File: config.mk
export PLATFORM = sky130hd
export DESIGN_NAME = snmc_decoder_flat
export DESIGN_NICKNAME = d
export VERILOG_FILES = /design/src/rtl/snmc_pkg.sv /design/src/rtl/snmc_link_if.sv /design/src/rtl/snmc_decoder.sv /design/src/flat_wrapper.sv
export VERILOG_INCLUDE_DIRS = /design/src /design/src/rtl
export SDC_FILE = /design/constraint.sdc
export NUM_CORES = 1
export LEC_CHECK = 0
export BUFFER_PORTS_ARGS = -buffer_cell sky130_fd_sc_hd__buf_2
export CAP_MARGIN = 20
export CELL_PAD_IN_SITES_DETAIL_PLACEMENT = 1
export CELL_PAD_IN_SITES_GLOBAL_PLACEMENT = 2
export CORE_MARGIN = 2
export CORE_UTILIZATION = 39
export DETAILED_ROUTE_END_ITERATION = 12
export PLACE_DENSITY_LB_ADDON = 0.1
export SLEW_MARGIN = 10
export SYNTH_ARGS = -nofsm -noshare
export SYNTH_HDL_FRONTEND = slang
export SYNTH_SLANG_ARGS = --single-unit
File: constraint.sdc
create_clock -name clk -period 8.9 [get_ports clk]
set_input_delay 0.89 -clock clk [delete_from_list [all_inputs] [get_ports clk]]
set_output_delay 0.89 -clock clk [all_outputs]
set_load 0.005 [all_outputs]
File: src/rtl/snmc_defines.svh
// Purpose: constants for the network-management message codec
// Assumes: field positions are bit offsets into the packed message word
// Notes: bit 0 of the message word is the first bit on the wire
`ifndef SNMC_DEFINES_SVH
`define SNMC_DEFINES_SVH

// ****************************************
// field positions inside the message word
// ****************************************
`define SNMC_MSG_W 64
`define SNMC_LBL_LSB 0
`define SNMC_H0_LSB 32
`define SNMC_H1_LSB 36
`define SNMC_DEST_LSB 40
`define SNMC_SPR2_LSB 54
`define SNMC_UPID_LSB 56
`define SNMC_SPR4_LSB 60
`define SNMC_DLID_LSB 40
`define SNMC_DLSPR_LSB 52
`define SNMC_SLC_LSB 28

// ****************************************
// lengths in bits of each format
// ****************************************
`define SNMC_LEN_SHORT 7'h28
`define SNMC_LEN_DEST 7'h38
`define SNMC_LEN_UPU 7'h40

// ****************************************
// first heading codes
// ****************************************
`define SNMC_H0_FLOW 4'h3
`define SNMC_H0_TFM 4'h4
`define SNMC_H0_RSM 4'h5
`define SNMC_H0_MIM 4'h6
`define SNMC_H0_TRM 4'h7
`define SNMC_H0_DLM 4'h8
`define SNMC_H0_UFC 4'ha

// ****************************************
// second heading codes
// ****************************************
`define SNMC_H1_RCT 4'h1
`define SNMC_H1_TFC 4'h2
`define SNMC_H1_TFR 4'h3
`define SNMC_H1_RST 4'h1
`define SNMC_H1_RSR 4'h2
`define SNMC_H1_MIM_FIRST 4'h1
`define SNMC_H1_MIM_LAST 4'h8
`define SNMC_H1_TRA 4'h1
`define SNMC_H1_DLC 4'h1
`define SNMC_H1_CSS 4'h2
`define SNMC_H1_CNS 4'h3
`define SNMC_H1_CNP 4'h4
`define SNMC_H1_UPU 4'h1

// ****************************************
// user part identities
// ****************************************
`define SNMC_UP_CONN 4'h3
`define SNMC_UP_TEL 4'h4
`define SNMC_UP_ISDN 4'h5
`define SNMC_UP_DATA 4'h6
`define SNMC_UP_TEST 4'h8

`endif

File: src/rtl/snmc_pkg.sv
// Purpose: types shared by both ends of the codec
// Assumes: nothing beyond the defines header
// Notes: message kinds are abstract; codes come from the defines
package snmc_pkg;
   typedef enum logic [3:0] {
      SNMC_K_TFR, SNMC_K_RST, SNMC_K_RSR, SNMC_K_MIM, SNMC_K_TRA, SNMC_K_DLC,
      SNMC_K_DLA, SNMC_K_TFC, SNMC_K_RCT, SNMC_K_UPU, SNMC_K_BAD
   } snmc_kind_type;

   typedef struct packed {
      snmc_kind_type kind;
      logic [3:0] h1;
      logic [13:0] dpc;
      logic [13:0] opc;
      logic [3:0] slc;
      logic [13:0] dest;
      logic [1:0] cong;
      logic [11:0] linkId;
      logic [3:0] userPart;
   } snmc_msg_type;
endpackage : snmc_pkg

File: src/rtl/snmc_link_if.sv
// Purpose: serial link between the codec ends
// Assumes: one clock shared by both ends
// Notes: one bit per valid/ready beat, lsb of each field first
`timescale 1ns/1ps
interface snmc_link_if (
   input wire logic clk
);
   logic bitValid;
   logic bitData;
   logic bitLast;
   logic bitReady;

   modport tx (
      output bitValid,
      output bitData,
      output bitLast,
      input bitReady
   );
   modport rx (
      input bitValid,
      input bitData,
      input bitLast,
      output bitReady
   );
endinterface : snmc_link_if

File: src/rtl/snmc_decoder.sv
// Purpose: collect link bits into a message and extract its fields
// Assumes: sender keeps field layout; one clock, synchronous reset
// Notes: a two-entry buffer holds decoded messages against a stalling consumer
`timescale 1ns/1ps
`include "snmc_defines.svh"
module snmc_decoder #(
   parameter int DEPTH = 2
) (
   // clock and reset
   input wire logic clk,
   input wire logic rst,
   // link side
   snmc_link_if.rx link,
   // management side
   output logic msgValid,
   input wire logic msgReady,
   output snmc_pkg::snmc_msg_type msgData,
   output logic badPulse
);
   import snmc_pkg::*;

   // ****************************************
   // bit shifter
   // ****************************************
   logic [`SNMC_MSG_W-1:0] shift_reg, shift_next;
   logic [6:0] count_reg, count_next;
   logic [1:0] fill_reg;
   logic [0:0] wrPtr_reg, rdPtr_reg;
   snmc_msg_type store_reg [DEPTH];
   logic badPulse_reg;

   wire logic bufFull = (fill_reg == 2'(DEPTH));
   // a full buffer stalls the link so no message is lost
   assign link.bitReady = !bufFull;
   wire logic bitTake = link.bitValid && link.bitReady;
   wire logic [6:0] countInc = 7'(count_reg + 7'h01);
   // lsb-first fields: each new bit lands at its position
   always_comb begin
      shift_next = shift_reg;
      shift_next[count_reg[5:0]] = link.bitData;
   end
   assign count_next = (bitTake && link.bitLast) ? 7'h00 : (bitTake ? countInc : count_reg);
   wire logic msgDone = bitTake && link.bitLast;

   // ****************************************
   // field extraction
   // ****************************************
   wire logic [3:0] h0 = shift_next[`SNMC_H0_LSB +: 4];
   wire logic [3:0] h1 = shift_next[`SNMC_H1_LSB +: 4];
   wire logic [1:0] spr2 = shift_next[`SNMC_SPR2_LSB +: 2];
   wire logic [3:0] spr4 = shift_next[`SNMC_SPR4_LSB +: 4];
   wire logic [3:0] dlSpr = shift_next[`SNMC_DLSPR_LSB +: 4];
   wire logic [3:0] upId = shift_next[`SNMC_UPID_LSB +: 4];
   wire logic lenShort = (countInc == `SNMC_LEN_SHORT);
   wire logic lenDest = (countInc == `SNMC_LEN_DEST);
   wire logic lenUpu = (countInc == `SNMC_LEN_UPU);
   wire logic upKnown = (upId == `SNMC_UP_CONN) || (upId == `SNMC_UP_TEL) || (upId == `SNMC_UP_ISDN)
      || (upId == `SNMC_UP_DATA) || (upId == `SNMC_UP_TEST);
   wire logic isTfr = (h0 == `SNMC_H0_TFM) && (h1 == `SNMC_H1_TFR) && lenDest && (spr2 == 2'h0);
   wire logic isRst = (h0 == `SNMC_H0_RSM) && (h1 == `SNMC_H1_RST) && lenDest && (spr2 == 2'h0);
   wire logic isRsr = (h0 == `SNMC_H0_RSM) && (h1 == `SNMC_H1_RSR) && lenDest && (spr2 == 2'h0);
   wire logic isMim = (h0 == `SNMC_H0_MIM) && (h1 >= `SNMC_H1_MIM_FIRST) && (h1 <= `SNMC_H1_MIM_LAST)
      && lenShort;
   wire logic isTra = (h0 == `SNMC_H0_TRM) && (h1 == `SNMC_H1_TRA) && lenShort;
   wire logic isDlc = (h0 == `SNMC_H0_DLM) && (h1 == `SNMC_H1_DLC) && lenDest && (dlSpr == 4'h0);
   wire logic isDla = (h0 == `SNMC_H0_DLM) && (h1 >= `SNMC_H1_CSS) && (h1 <= `SNMC_H1_CNP) && lenShort;
   wire logic isTfc = (h0 == `SNMC_H0_FLOW) && (h1 == `SNMC_H1_TFC) && lenDest;
   wire logic isRct = (h0 == `SNMC_H0_FLOW) && (h1 == `SNMC_H1_RCT) && lenShort;
   wire logic isUpu = (h0 == `SNMC_H0_UFC) && (h1 == `SNMC_H1_UPU) && lenUpu && (spr2 == 2'h0)
      && (spr4 == 4'h0) && upKnown;

   // first heading code picks the group, the second the message
   snmc_kind_type kind;
   always_comb begin
      kind = SNMC_K_BAD;
      case (h0)
         `SNMC_H0_TFM: begin
            if (isTfr) begin
               kind = SNMC_K_TFR;
            end
         end
         `SNMC_H0_RSM: begin
            if (isRst) begin
               kind = SNMC_K_RST;
            end else if (isRsr) begin
               kind = SNMC_K_RSR;
            end
         end
         `SNMC_H0_MIM: begin
            if (isMim) begin
               kind = SNMC_K_MIM;
            end
         end
         `SNMC_H0_TRM: begin
            if (isTra) begin
               kind = SNMC_K_TRA;
            end
         end
         `SNMC_H0_DLM: begin
            if (isDlc) begin
               kind = SNMC_K_DLC;
            end else if (isDla) begin
               kind = SNMC_K_DLA;
            end
         end
         `SNMC_H0_FLOW: begin
            if (isTfc) begin
               kind = SNMC_K_TFC;
            end else if (isRct) begin
               kind = SNMC_K_RCT;
            end
         end
         `SNMC_H0_UFC: begin
            if (isUpu) begin
               kind = SNMC_K_UPU;
            end
         end
         // spare groups and those handled elsewhere are all rejected
         default: begin
            kind = SNMC_K_BAD;
         end
      endcase
   end

   snmc_msg_type decoded;
   always_comb begin
      decoded.kind = kind;
      decoded.h1 = h1;
      decoded.dpc = shift_next[13:0];
      decoded.opc = shift_next[27:14];
      decoded.slc = shift_next[`SNMC_SLC_LSB +: 4];
      decoded.dest = shift_next[`SNMC_DEST_LSB +: 14];
      decoded.cong = (kind == SNMC_K_TFC) ? spr2 : 2'h0;
      decoded.linkId = shift_next[`SNMC_DLID_LSB +: 12];
      decoded.userPart = upId;
   end

   // ****************************************
   // two-entry output buffer
   // ****************************************
   wire logic msgGood = msgDone && (kind != SNMC_K_BAD);
   wire logic popNow = msgValid && msgReady;
   assign msgValid = (fill_reg != 2'h0);
   assign msgData = store_reg[rdPtr_reg];
   assign badPulse = badPulse_reg;

   always_ff @(posedge clk) begin
      if (rst) begin
         shift_reg <= '0;
         count_reg <= 7'h00;
      end else begin
         shift_reg <= msgDone ? '0 : (bitTake ? shift_next : shift_reg);
         count_reg <= count_next;
      end
   end

   always_ff @(posedge clk) begin
      if (rst) begin
         badPulse_reg <= 1'h0;
      end else begin
         badPulse_reg <= msgDone && !msgGood;
      end
   end

   // buffer words carry no reset; msgValid guards them
   always_ff @(posedge clk) begin
      if (msgGood) begin
         store_reg[wrPtr_reg] <= decoded;
      end
   end

   always_ff @(posedge clk) begin
      if (rst) begin
         fill_reg <= 2'h0;
         wrPtr_reg <= 1'h0;
         rdPtr_reg <= 1'h0;
      end else begin
         if (msgGood) begin
            wrPtr_reg <= ~wrPtr_reg;
         end
         if (popNow) begin
            rdPtr_reg <= ~rdPtr_reg;
         end
         fill_reg <= 2'(fill_reg + {1'h0, msgGood} - {1'h0, popNow});
      end
   end
endmodule : snmc_decoder

File: src/flat_wrapper.sv
// flat-port wrapper written by rule: the top's interface ports become plain ports
module snmc_decoder_flat import snmc_pkg::*;
#(
   parameter int DEPTH = 2
)
  (clk, rst, msgValid, msgReady, msgData, badPulse, link_bitValid, link_bitData, link_bitLast, link_bitReady);
  snmc_link_if link_i (.clk(clk));
  input wire logic clk;
  input wire logic rst;
  output logic msgValid;
  input wire logic msgReady;
  output snmc_pkg::snmc_msg_type msgData;
  output logic badPulse;
  input wire logic [$bits(link_i.bitValid)-1:0] link_bitValid;
  input wire logic [$bits(link_i.bitData)-1:0] link_bitData;
  input wire logic [$bits(link_i.bitLast)-1:0] link_bitLast;
  output wire logic [$bits(link_i.bitReady)-1:0] link_bitReady;
  assign link_i.bitValid = link_bitValid;
  assign link_i.bitData = link_bitData;
  assign link_i.bitLast = link_bitLast;
  assign link_bitReady = link_i.bitReady;
  snmc_decoder #(.DEPTH(DEPTH)) u_core (.clk(clk), .rst(rst), .link(link_i), .msgValid(msgValid), .msgReady(msgReady), .msgData(msgData), .badPulse(badPulse));
endmodule
==> summary.md, run 1 <==
| Metric | Value |
|---|---|
| Worst-path clk slew | 0.07 ns |
| WS Path Type | reg2reg |
| Max Cap Viol | 0 |
| Post-Syn Instances | 960 |
| Pint | between 1.5 and 2 mW |
| Detailed Route WL | roughly 26000 um |
| Crit share post-route | a little over half |
| CTS tree | done |
| # DRC | 0 |
| CP cell instances | or3b_1 > or3_1 > a31oi_1 > nor2_1 > o21a_1 > a2111oi_1 > a32o_2 > a21oi_2 > nor3b_4 > buf_4 |
| Drt wl/cell | 19.2 um |
| Dpl ws | 3.95 ns |
| PwrDens | between 200 and 250 nW/um2 |
| Clock Latency Late Sink | 0.45 ns |
| Final Cell Area | ~11000 um2 |
| Sequential area share after synthesis | 53.3% |
| Die width | 161 um |
| Unrepaired setup endpoints after global routing | no |
| Area of the die | 26000 um2 |
| TritonRoute pass-1 iters | 4 |
| Max Slew Vio Count | 0 |
| GRT overflow | 0 |
| Tmin final | roughly 4.6 ns |
| Cell Area, Synth | 9660 um2 |
| Clock Skew | between 0.02 and 0.025 ns |
| Num ports | 81 |
| Max Clock Freq | 216 MHz |
| Cell leakage power | 3.64 nW |
| CTS Buf Count | 17 |
| Share of total power in combinational logic | roughly a fifth |
| Die Y | between 150 and 200 um |
| CP required | ~9 ns |
| Arrival @ worst endpoint | 4.71 ns |
| Post-DP HPWL | between 15000 and 20000 um |
| Placer congestion estimate | between 0.9 and 1 |
| Vias in the first global route | 7413 |
| Total Negative Setup Slacks | 0 ns |
| Largest net degree at the start of global routing | between 70 and 80 |
| Share of layout cells above drive strength 1 | 21.5% |
| Max reg flops | 120 |
| Yosys warning count | 0 |
| Initial antenna violation count | 0 |
| Placed instance area | around 10000 um2 |
| P&R area growth vs syn | 11.8% |
| Asr flop ratio synth | 0% |
| CTS root buffer | clkbuf_16 |
| PostCTS Resize Cnt | 0 |
| Max clock buf depth | 2 |
| Port buffer count | 80 |
| Slew @ Worst Pin | 0.876 ns |
| 1st-iter DRT viols | 360 |
| ANT nets after route | 0 |
| CTS H-Tree Depth | 4 |
| Critical path peak fanout | 35 |
| Final setup viols | 0 |
| CP Launch Type | flip-flop |
| Core area | 24300 um2 |
| First-pass GRT wire length | 41600 um |
| Worst VDD drop | between 0.0001 and 0.00015 V |
| Clock power frac | between 30% and 40% |
| Avg Cell Area, Syn | 10.1 um2 |
| Final hold vios | 0 |
| Post-synth top flop | edfxtp_1 |
| Row Count | 57 |
| Slew headroom | between 40% and 50% |
| PnR Total Power | 2.20 mW |
| Hold buffers post-CTS | 0 |
| Switching Fraction | about 29% |
| Crit. End Element | flip-flop |
| Clk sinks | 197 |
| Number of synthesized flops with an enable pin | 120 |
| Cell variety after synth | 70 |
| Vias per cell | between 5 and 6 |
| Most common cell after layout, fill and taps aside | nand2_1 |
| CP max stage cell | dfxtp_1 |
| Setup ws final | 4.27 ns |
| Worst Hold Class | reg2reg |
| Synth Register Bits | 197 |
| GRT Overall Usage | 20.3% |
| Psw | 0.642 mW |
| Status | finished clean |
| Via count | 7288 |
| Postcts setup bufs | 0 |
| Fin nets | between 1000 and 1500 |
| Max incr delay on CP | 0.74 ns |
| Antenna cells | 0 |
| Post-synth net total | 970 |
| Starting density of the core | 39.7% |
| Reg power frac | 46.9% |
| Final hold slack | between 0.4 and 0.5 ns |
| Most frequent cells in the layout | 150 x nand2_1, 120 x edfxtp_1, 81 x buf_2 |
[final timing paths]
check | end | start | cells past startpoint | slack [ns]
max reg2reg | u_core.store_reg[1][53] | u_core.count_reg[5] | 10 | 4.27
max | u_core.store_reg[1][53] | u_core.count_reg[5] | 10 | 4.27
min reg2reg | u_core.shift_reg[51] | u_core.shift_reg[51] | 2 | 0.46
min | u_core.shift_reg[51] | u_core.shift_reg[51] | 2 | 0.46
[layout make-up]
| cell class | count | area (um2) |
|---|---|---|
| inverters | 13 | 48.8 |
| fillers | 2691 | 13500 |
| well taps | 324 | 405 |
| multi-input cells | 668 | 4100 |
| flip-flops and latches | 197 | 5150 |
| clock buffers | 19 | 433 |
| clock inverters | 13 | 134 |
| repair buffers | 99 | 538 |
[stage by stage]
| step | utilization (%) | cells |
|---|---|---|
| finish | 44.4 | 1333 |
| detailed placement | 42.0 | 1299 |
| CTS | 44.4 | 1331 |
| floorplan | - | 960 |
| global route | 44.4 | 1333 |
| global placement | 42.0 | 1299 |
[synth_stat cells (all sizes together), types with 4 or more instances]
| cell type | number | share of area [%] |
|---|---|---|
| nor3b | 8 | 0.78 |
| xnor2 | 5 | 0.45 |
| a21oi | 58 | 3.0 |
| mux2i | 7 | 0.73 |
| edfxtp | 120 | 37 |
| inv | 12 | 0.47 |
| buf | 32 | 2.1 |
| or4 | 5 | 0.39 |
| nor3 | 29 | 1.5 |
| a31oi | 4 | 0.26 |
| nand3 | 27 | 1.5 |
| nand2 | 151 | 5.9 |
| nor2 | 72 | 2.8 |
| nand2b | 6 | 0.39 |
| nand4 | 11 | 0.71 |
| nor2b | 9 | 0.58 |
| or3 | 8 | 0.62 |
| a211o | 5 | 0.45 |
| nand3b | 6 | 0.47 |
| and2 | 8 | 0.52 |
| xor2 | 6 | 0.54 |
| a32oi | 4 | 0.36 |
| and3 | 5 | 0.32 |
| dfxtp | 77 | 16 |
| o31ai | 22 | 1.8 |
| a211oi | 9 | 0.70 |
| o211ai | 4 | 0.31 |
| or3b | 4 | 0.36 |
| o21ai | 64 | 3.3 |
| mux2 | 64 | 7.5 |
| ha | 4 | 0.52 |
| nor4 | 12 | 0.78 |
| clkbuf | 50 | 1.9 |
| or2 | 6 | 0.39 |
| and3b | 5 | 0.45 |
[metal layers]
metal,vias up,GRT usage (%),wire length [um]
met5,-,0,0
met2,117,32.6,12100
li1,3552,-,-
met4,0,6.74,366
met1,3601,28.6,12200
met3,18,2.49,883
[logic make-up (layout without fill, tap and decap cells)]
family / Yosys count / count (layout) / synth area share [%]
flip-flops: 197 / 197 / 53.3
adder cells (fa/ha/maj): 4 / 4 / 0.518
buffers and inverters: 95 / 144 / 4.55
AO/OA/AOI/OAI: 203 / 203 / 13.4
multiplexers: 71 / 71 / 8.19
XOR/XNOR: 11 / 11 / 0.997
AND/OR/NAND/NOR: 379 / 379 / 19.1
[worst max-delay path: cells and delay by family (launching register included)]
kind | cells | cell delay, ns
AOI/OAI and AO/OA | 5 | 1.49
buffers and inverters | 1 | 0.44
DFF | 1 | 0.74
and+or+nand+nor | 4 | 1.54
[power groups by stage]
| stage | sequential [mW] | clock (mW) | combinational, mW |
|---|---|---|---|
| after floorplan | 1.05 | 0 | 0.289 |
| after global placement | 1.05 | 0 | 0.414 |
| after detailed placement | 1.05 | 0 | 0.418 |
| after CTS | 1.03 | 0.780 | 0.420 |
| after global routing | 1.04 | 0.807 | 0.456 |
| final | 1.03 | 0.759 | 0.408 |
Note: power is estimated with default switching activity, not from simulation.
==> run 2, diff against run 1 <==
- ABC_AREA: not set -> 1
- CORE_UTILIZATION: 39 -> 37
- clock period: 8.9 -> 4.7 ns (I/O delays scaled with it)
==> run 2 against run 1 <==
  * Combinational power rose to 3.2 times the previous value
  * Clock-buffer cell count shrank 1
  * First-iteration DRC count decreased by 11%
  * Clock power rose by 92%
  * Flip-flop and latch count is the same
  * Clock skew down 0.0070 ns
  * Non-clock buffer count fell by 5
  * Sequential share of layout area increased by 0.85 points
  * Largest cell class unchanged
  * Largest power group unchanged
==> summary.md, run 2 <==
| Metric | Value |
|---|---|
| Placed instance area | 10000 um2 |
| Final hold vios | 0 |
| Tmin final | 3.84 ns |
| Min-Delay Endpoint | u_core.fill_reg[0] |
| WP depth | 17 |
| CTS H-Tree Depth | 4 |
| Clk sinks | ~200 |
| R2R Setup Slk | 0.86 ns |
| CTS Buf Count | 17 |
| DR top layer | met4 |
| Max Slew Vio Count | 0 |
| Psw | around 1.7 mW |
| Register area | 5150 um2 |
| Max clock buf depth | 2 |
| Most frequent cell after synthesis | nand2_1 |
| Final hold slack | approximately 0.22 ns |
| Share of total power in combinational logic | 26.2% |
| Sequential area share after synthesis | 54.8% |
| Most common cell after layout, fill and taps aside | nand2_1 |
| Synth area leader | edfxtp_1 |
| Fin util | between 40% and 50% |
| Asr flop ratio synth | 0% |
| CP required | 4.77 ns |
| 1st-iter DRT viols | 322 |
| PostCTS Resize Cnt | 0 |
| Max Cap Viol | 0 |
| R2R cell count | 17 |
| Unrepaired setup endpoints after global routing | no |
| Post-synth top flop | edfxtp_1 |
| Hold Crit Start | rst |
| Synth Register Bits | 197 |
| Yosys warning count | 0 |
| Synth top area cells | edfxtp_1 38%, dfxtp_1 16%, mux2_2 7.2% |
| First-pass GRT wire length | 39300 um |
| PnR Total Power | 4.94 mW |
| Synth top area share | 38.4% |
| Worst r2r dst | u_core.store_reg[1][28] |
| Dpl ws | 0.830 ns |
| Post-DP HPWL | 16500 um |
| Reg power frac | 44.3% |
| Worst Hold Class | in2reg |
| CP delay by family, top | simple AND/OR/NAND/NOR gates |
| Slew @ Worst Pin | 1.01 ns |
| CP max stage cell | dfxtp_1 |
| Critical path peak fanout | 42 |
| Arrival @ worst endpoint | 3.92 ns |
| Switching Fraction | 33.6% |
| Max incr delay on CP | 0.66 ns |
| P&R area growth vs syn | 13.1% |
| Metal2 WL | approximately 12000 um |
| CP Launch Type | flip-flop |
| Max Clock Freq | between 200 and 300 MHz |
| Worst VDD drop | 0.000235 V |
| Clock power frac | 29.5% |
| GRT Overall Usage | ~19% |
| Slew headroom | 32.3% |
| TritonRoute pass-1 iters | 4 |
| Beginning of the critical path | u_core.count_reg[0] |
| WL met1 | approximately 12000 um |
| Num ports | 81 |
| Antenna cells | 0 |
| Port buffer count | 80 |
| PwrDens | 466 nW/um2 |
| Hold buffers post-CTS | 0 |
| Vias per cell | around 5.0 |
| Fin nets | 1087 |
| Cell variety after synth | 34 |
| Max reg flops | between 100 and 150 |
| Largest net degree at the start of global routing | 82 |
| Hold Path Stages | 2 |
| Worst path bufs/invs | 3 |
| Cell Area, Synth | between 9000 and 10000 um2 |
| Status | finished clean |
| Worst-path clk slew | 0.08 ns |
| Top cells by instance count after synthesis | 143 x nand2_1, 136 x nor2_1, 130 x inv_1 |
| Multi-input gate area | roughly 3400 um2 |
| ANT nets after route | 0 |
| Vias in the first global route | 7068 |
| Clock Skew | 0.0136 ns |
| Share of layout cells above drive strength 1 | approximately 22% |
| Pint | 3.28 mW |
| Die width | 163 um |
| Post-Syn Instances | 1028 |
| Crit share post-route | 81.7% |
| Final Cell Area | 10600 um2 |
| WS Path Type | reg2reg |
| Postcts setup bufs | 0 |
| # DRC | 0 |
| Avg Cell Area, Syn | 9.13 um2 |
| Initial antenna violation count | 0 |
| Final setup viols | 0 |
| Row Count | between 50 and 60 |
| CP cell instances | inv_2 > nor2_4 > nand2_1 > nand2_2 > nand2_1 > nor2_1 > nand2_2 > nand3_1 > nand2_2 > nor2_1 > inv_1 > nor2_1 > nor2_1 > nand2_1 > nand2_1 > nor2_4 > buf_4 |
| Crit. End Element | flip-flop |
| Detailed Route WL | 24900 um |
| Core area | 25000 um2 |
| Clock Latency Late Sink | 0.44 ns |
| Met3 WL | 514 um |
| Number of synthesized flops with an enable pin | 120 |
| Via count | 7059 |
| Die Y | 163 um |
| Placer congestion estimate | 0.826 |
| GRT overflow | 0 |
| RR Startpoint | u_core.count_reg[0] |
| Filler cells | around 2900 |
| CTS root buffer | clkbuf_16 |
| Post-synth net total | roughly 1000 |
| Setup ws final | 0.859 ns |
| Cell leakage power | 4.53 nW |
| Starting density of the core | 37.5% |
| CTS tree | done |
| Drt wl/cell | about 18 um |
| Area of the die | 26700 um2 |
| Most frequent cells in the layout | 141 x nand2_1, 134 x nor2_1, 130 x inv_1 |
-- run 2: changes by cell type after synthesis, moves of 18 or more --
cell	previous run	this run
inv_1	12	130
nor2_1	72	136
a31oi_1	4	36
nor3_1	29	5
o31ai_1	21	1
o21ai_0	64	82
-- run 2: metrics by stage --
stage | TNS [ns] | std cells
floorplan | -34.21 | 1028
global placement | 0 | 1388
detailed placement | 0 | 1388
CTS | 0 | 1420
global route | 0 | 1420
finish | 0 | 1420
-- run 2: area by class of cell --
| type | instances | share of cell area [%] |
|---|---|---|
| inverter | 142 | 5.02 |
| multi-input combinational | 625 | 32.1 |
| tap | 330 | 3.89 |
| clock buffer | 18 | 4.04 |
| clock inverter | 14 | 1.51 |
| sequential | 197 | 48.5 |
| timing repair buffer | 94 | 4.88 |
-- run 2: layer usage --
metal	GRT usage, %	vias up
met5	0	-
met4	4.38	0
met3	2.69	23
met2	34.0	75
met1	25.2	3461
li1	-	3500
-- run 2: power by group through the flow --
stage	Combinational [mW]	Clock (mW)	Sequential, mW
finish	1.30	1.46	2.19
CTS	1.33	1.50	2.19
detailed placement	1.32	0	2.23
floorplan	0.943	0	2.17
global route	1.47	1.56	2.21
global placement	1.31	0	2.22
-- run 2: worst max-delay path by stage --
| stage | end | slack, ns |
|---|---|---|
| floorplan | u_core.store_reg[0][0] | -0.29 |
| global placement | u_core.store_reg[0][60] | 0.88 |
| detailed placement | u_core.store_reg[0][37] | 0.83 |
| finish | u_core.store_reg[1][28] | 0.86 |
| global route | u_core.store_reg[0][2] | 0.44 |
| CTS | u_core.store_reg[0][58] | 0.83 |
-- run 2: worst register-to-register path: stages, from the launching register on --
cell and delay [ns]:
dfxtp_1 0.66, inv_2 0.18, nor2_4 0.41, nand2_1 0.19, nand2_2 0.15, nand2_1 0.09, nor2_1 0.25, nand2_2 0.12
nand3_1 0.11, nand2_2 0.08, nor2_1 0.09, inv_1 0.04, nor2_1 0.15, nor2_1 0.06, nand2_1 0.06, nand2_1 0.15
nor2_4 0.13, buf_4 0.49
-- run 2: cells by family after synthesis --
logic type,share of synthesized area (%)
flops,54.8
xor+xnor,0.0933
mux,7.20
buf+inv,9.05
fa+ha+maj,0.533
compound gates,11.8
simple gates,16.5
==> run 3, diff against run 2 <==
- CORE_UTILIZATION: 37 -> 34
- clock period: 4.7 -> 3.4 ns (I/O delays scaled with it)
==> run 3 against run 2 <==
  * Via count rose by 3.0%
  * Register-to-register slack got worse by 0.54 ns
  * First-iteration DRC count rose by 28%
  * Sequential share of layout area decreased by 2.3 points
  * Critical path depth grew 4
  * Cell count rose by 4.7%
==> summary.md, run 3 (synthesis gave the netlist of run 2 again) <==
| Metric | Value |
|---|---|
| P&R area growth vs syn | 19.1% |
| CP max stage cell | dfxtp_4 |
| CP required | 3.72 ns |
| Tmin final | 3.08 ns |
| Clk sinks | roughly 200 |
| Status | finished clean |
| Most frequent cells in the layout | 139 x nand2_1, 131 x nor2_1, 130 x inv_1 |
| Register area | approximately 5200 um2 |
| Via count | 7270 |
| Initial antenna violation count | 0 |
| Worst r2r dst | u_core.fill_reg[1] |
| Multi-input gate area | between 3000 and 4000 um2 |
| Met3 WL | 463 um |
| CTS tree | done |
| R2R cell count | 21 |
| Hold Path Stages | 2 |
| WS Path Type | reg2reg |
| Area of the die | 28900 um2 |
| Max clock buf depth | 2 |
| GRT Overall Usage | between 15 and 20% |
| Max reg flops | between 100 and 150 |
| Max incr delay on CP | roughly 0.43 ns |
| Max Cap Viol | 0 |
| Starting density of the core | 34.7% |
| CP cell instances | nand2_1 > nor2_2 > buf_4 > nand3_1 > nand2_2 > buf_4 > nand2_2 > nor3_2 > o21ai_2 > nor2_1 > inv_1 > nand3_1 > nor2_1 > nor2_1 > nand2_1 > nand2_2 > inv_1 > ha_1 > xor2_2 > o21ai_0 > a21oi_1 |
| # DRC | 0 |
| PwrDens | 631 nW/um2 |
| Die width | 170 um |
| R2R Setup Slk | 0.32 ns |
| CP delay by family, top | simple AND/OR/NAND/NOR gates |
| Worst-path clk slew | around 0.08 ns |
| Core area | 27000 um2 |
| Crit share post-route | roughly nine tenths |
| Detailed Route WL | 25500 um |
| Hold Crit Start | rst |
| Final cell count without fillers | around 1500 |
| Arrival @ worst endpoint | 3.40 ns |
| Placed cell count | 1449 |
| Most common cell after layout, fill and taps aside | nand2_1 |
| Max Slew Vio Count | 0 |
| CP Launch Type | flip-flop |
| CTS root buffer | clkbuf_16 |
| Worst VDD drop | 0.000273 V |
| Critical path peak fanout | 8 |
| Final hold vios | 0 |
| Largest net degree at the start of global routing | 82 |
| Port buffer count | 80 |
| ANT nets after route | 0 |
| First-pass GRT wire length | just over 40000 um |
| TritonRoute pass-1 iters | 4 |
| Slew @ Worst Pin | around 0.87 ns |
| Fin nets | 1143 |
| WL met1 | 12300 um |
| Fin util | 41.4% |
| Num ports | 81 |
| Placer congestion estimate | 0.790 |
| Worst path bufs/invs | 4 |
| GRT overflow | 0 |
| Crit. End Element | flip-flop |
| CTS Buf Count | 17 |
| Post-DP HPWL | 17500 um |
| Worst Hold Class | in2reg |
| DR top layer | met4 |
| Vias per cell | 4.89 |
| Hold buffers post-CTS | 0 |
| RR Startpoint | u_core.count_reg[5] |
| Final setup viols | 0 |
| 1st-iter DRT viols | roughly 400 |
| Share of layout cells above drive strength 1 | between 20% and 30% |
| CTS H-Tree Depth | 4 |
| Cell leakage power | 4.83 nW |
| Max Clock Freq | 325 MHz |
| Vias in the first global route | between 7000 and 8000 |
| Metal2 WL | approximately 13000 um |
| Min-Delay Endpoint | u_core.fill_reg[0] |
| Row Count | 60 |
| Filler cells | about 3200 |
| Clock Latency Late Sink | 0.44 ns |
| Slew headroom | 42.0% |
| Die Y | 170 um |
| Drt wl/cell | 17.1 um |
| Clock Skew | 0.0146 ns |
| Antenna cells | 0 |
run 3: cell types whose count changed in the layout (fill, tap and decap cells not counted), sizes merged:
cell,before,now
buf,94,150
run 3: power by group:
part | internal [mW] | total (mW) | switching [mW]
Clock | 1.00 | 2.05 | 1.05
Combinational | 0.805 | 1.98 | 1.17
Sequential | 2.87 | 3.03 | 0.155
Total | 4.68 | 7.05 | 2.37
run 3: worst max path at each step:
stage | slack (ns) | cells past startpoint | from | to
global route | -0.01 | 24 | u_core.count_reg[4] | u_core.fill_reg[1]
finish | 0.32 | 21 | u_core.count_reg[5] | u_core.fill_reg[1]
detailed placement | -0.05 | 18 | u_core.count_reg[0] | u_core.store_reg[0][44]
global placement | -0.008 | 18 | u_core.count_reg[0] | u_core.store_reg[0][44]
floorplan | -0.60 | 17 | u_core.count_reg[1] | u_core.store_reg[1][0]
CTS | 0.06 | 18 | u_core.count_reg[1] | u_core.store_reg[1][16]
run 3: worst register-to-register path: stages, from the launching register on:
cell     delay [ns]
dfxtp_4        0.43
nand2_1        0.10
nor2_2         0.16
buf_4          0.16
nand3_1        0.10
nand2_2        0.13
buf_4          0.14
nand2_2        0.09
nor3_2         0.19
o21ai_2        0.11
nor2_1         0.14
inv_1          0.07
nand3_1        0.08
nor2_1         0.05
nor2_1         0.08
nand2_1        0.10
nand2_2        0.14
inv_1          0.07
ha_1           0.23
xor2_2         0.16
o21ai_0        0.18
a21oi_1        0.06
run 3: layout make-up:
cell class | instances | area share (%)
flip-flops and latches | 197 | 46.2
multi-input cells | 625 | 30.8
repair buffers | 150 | 8.96
inverters | 142 | 4.77
clock buffers | 18 | 3.84
well taps | 341 | 3.82
clock inverters | 14 | 1.63
run 3: per-stage QoR:
| stage | setup TNS, ns | worst slack, ns | power (mW) | area, um2 | hold slack (ns) |
|---|---|---|---|---|---|
| CTS | 0 | 0.0598 | 7.13 | 11100 | 0.0804 |
| floorplan | -71.73 | -0.598 | 4.30 | 9390 | 0.411 |
| finish | 0 | 0.322 | 7.05 | 11200 | 0.0935 |
| global route | -0.0118 | -0.0118 | 7.49 | 11200 | 0.0789 |
| global placement | -0.192 | -0.00837 | 5.03 | 10500 | 0.438 |
| detailed placement | -2.72 | -0.0455 | 5.06 | 10500 | 0.450 |
run 3: routing by layer:
metal	vias up	track usage [%]
li1	3610	-
met1	3574	23.9
met2	74	31.7
met3	12	2.77
met4	0	3.86
met5	-	0
run 3: repair_timing:
item                       4_1_cts  5_1_grt
pin swaps                        0        0
setup buffers                    0        6
gates cloned                     0        0
resized for setup                1       17
setup endpoints to repair      103      122
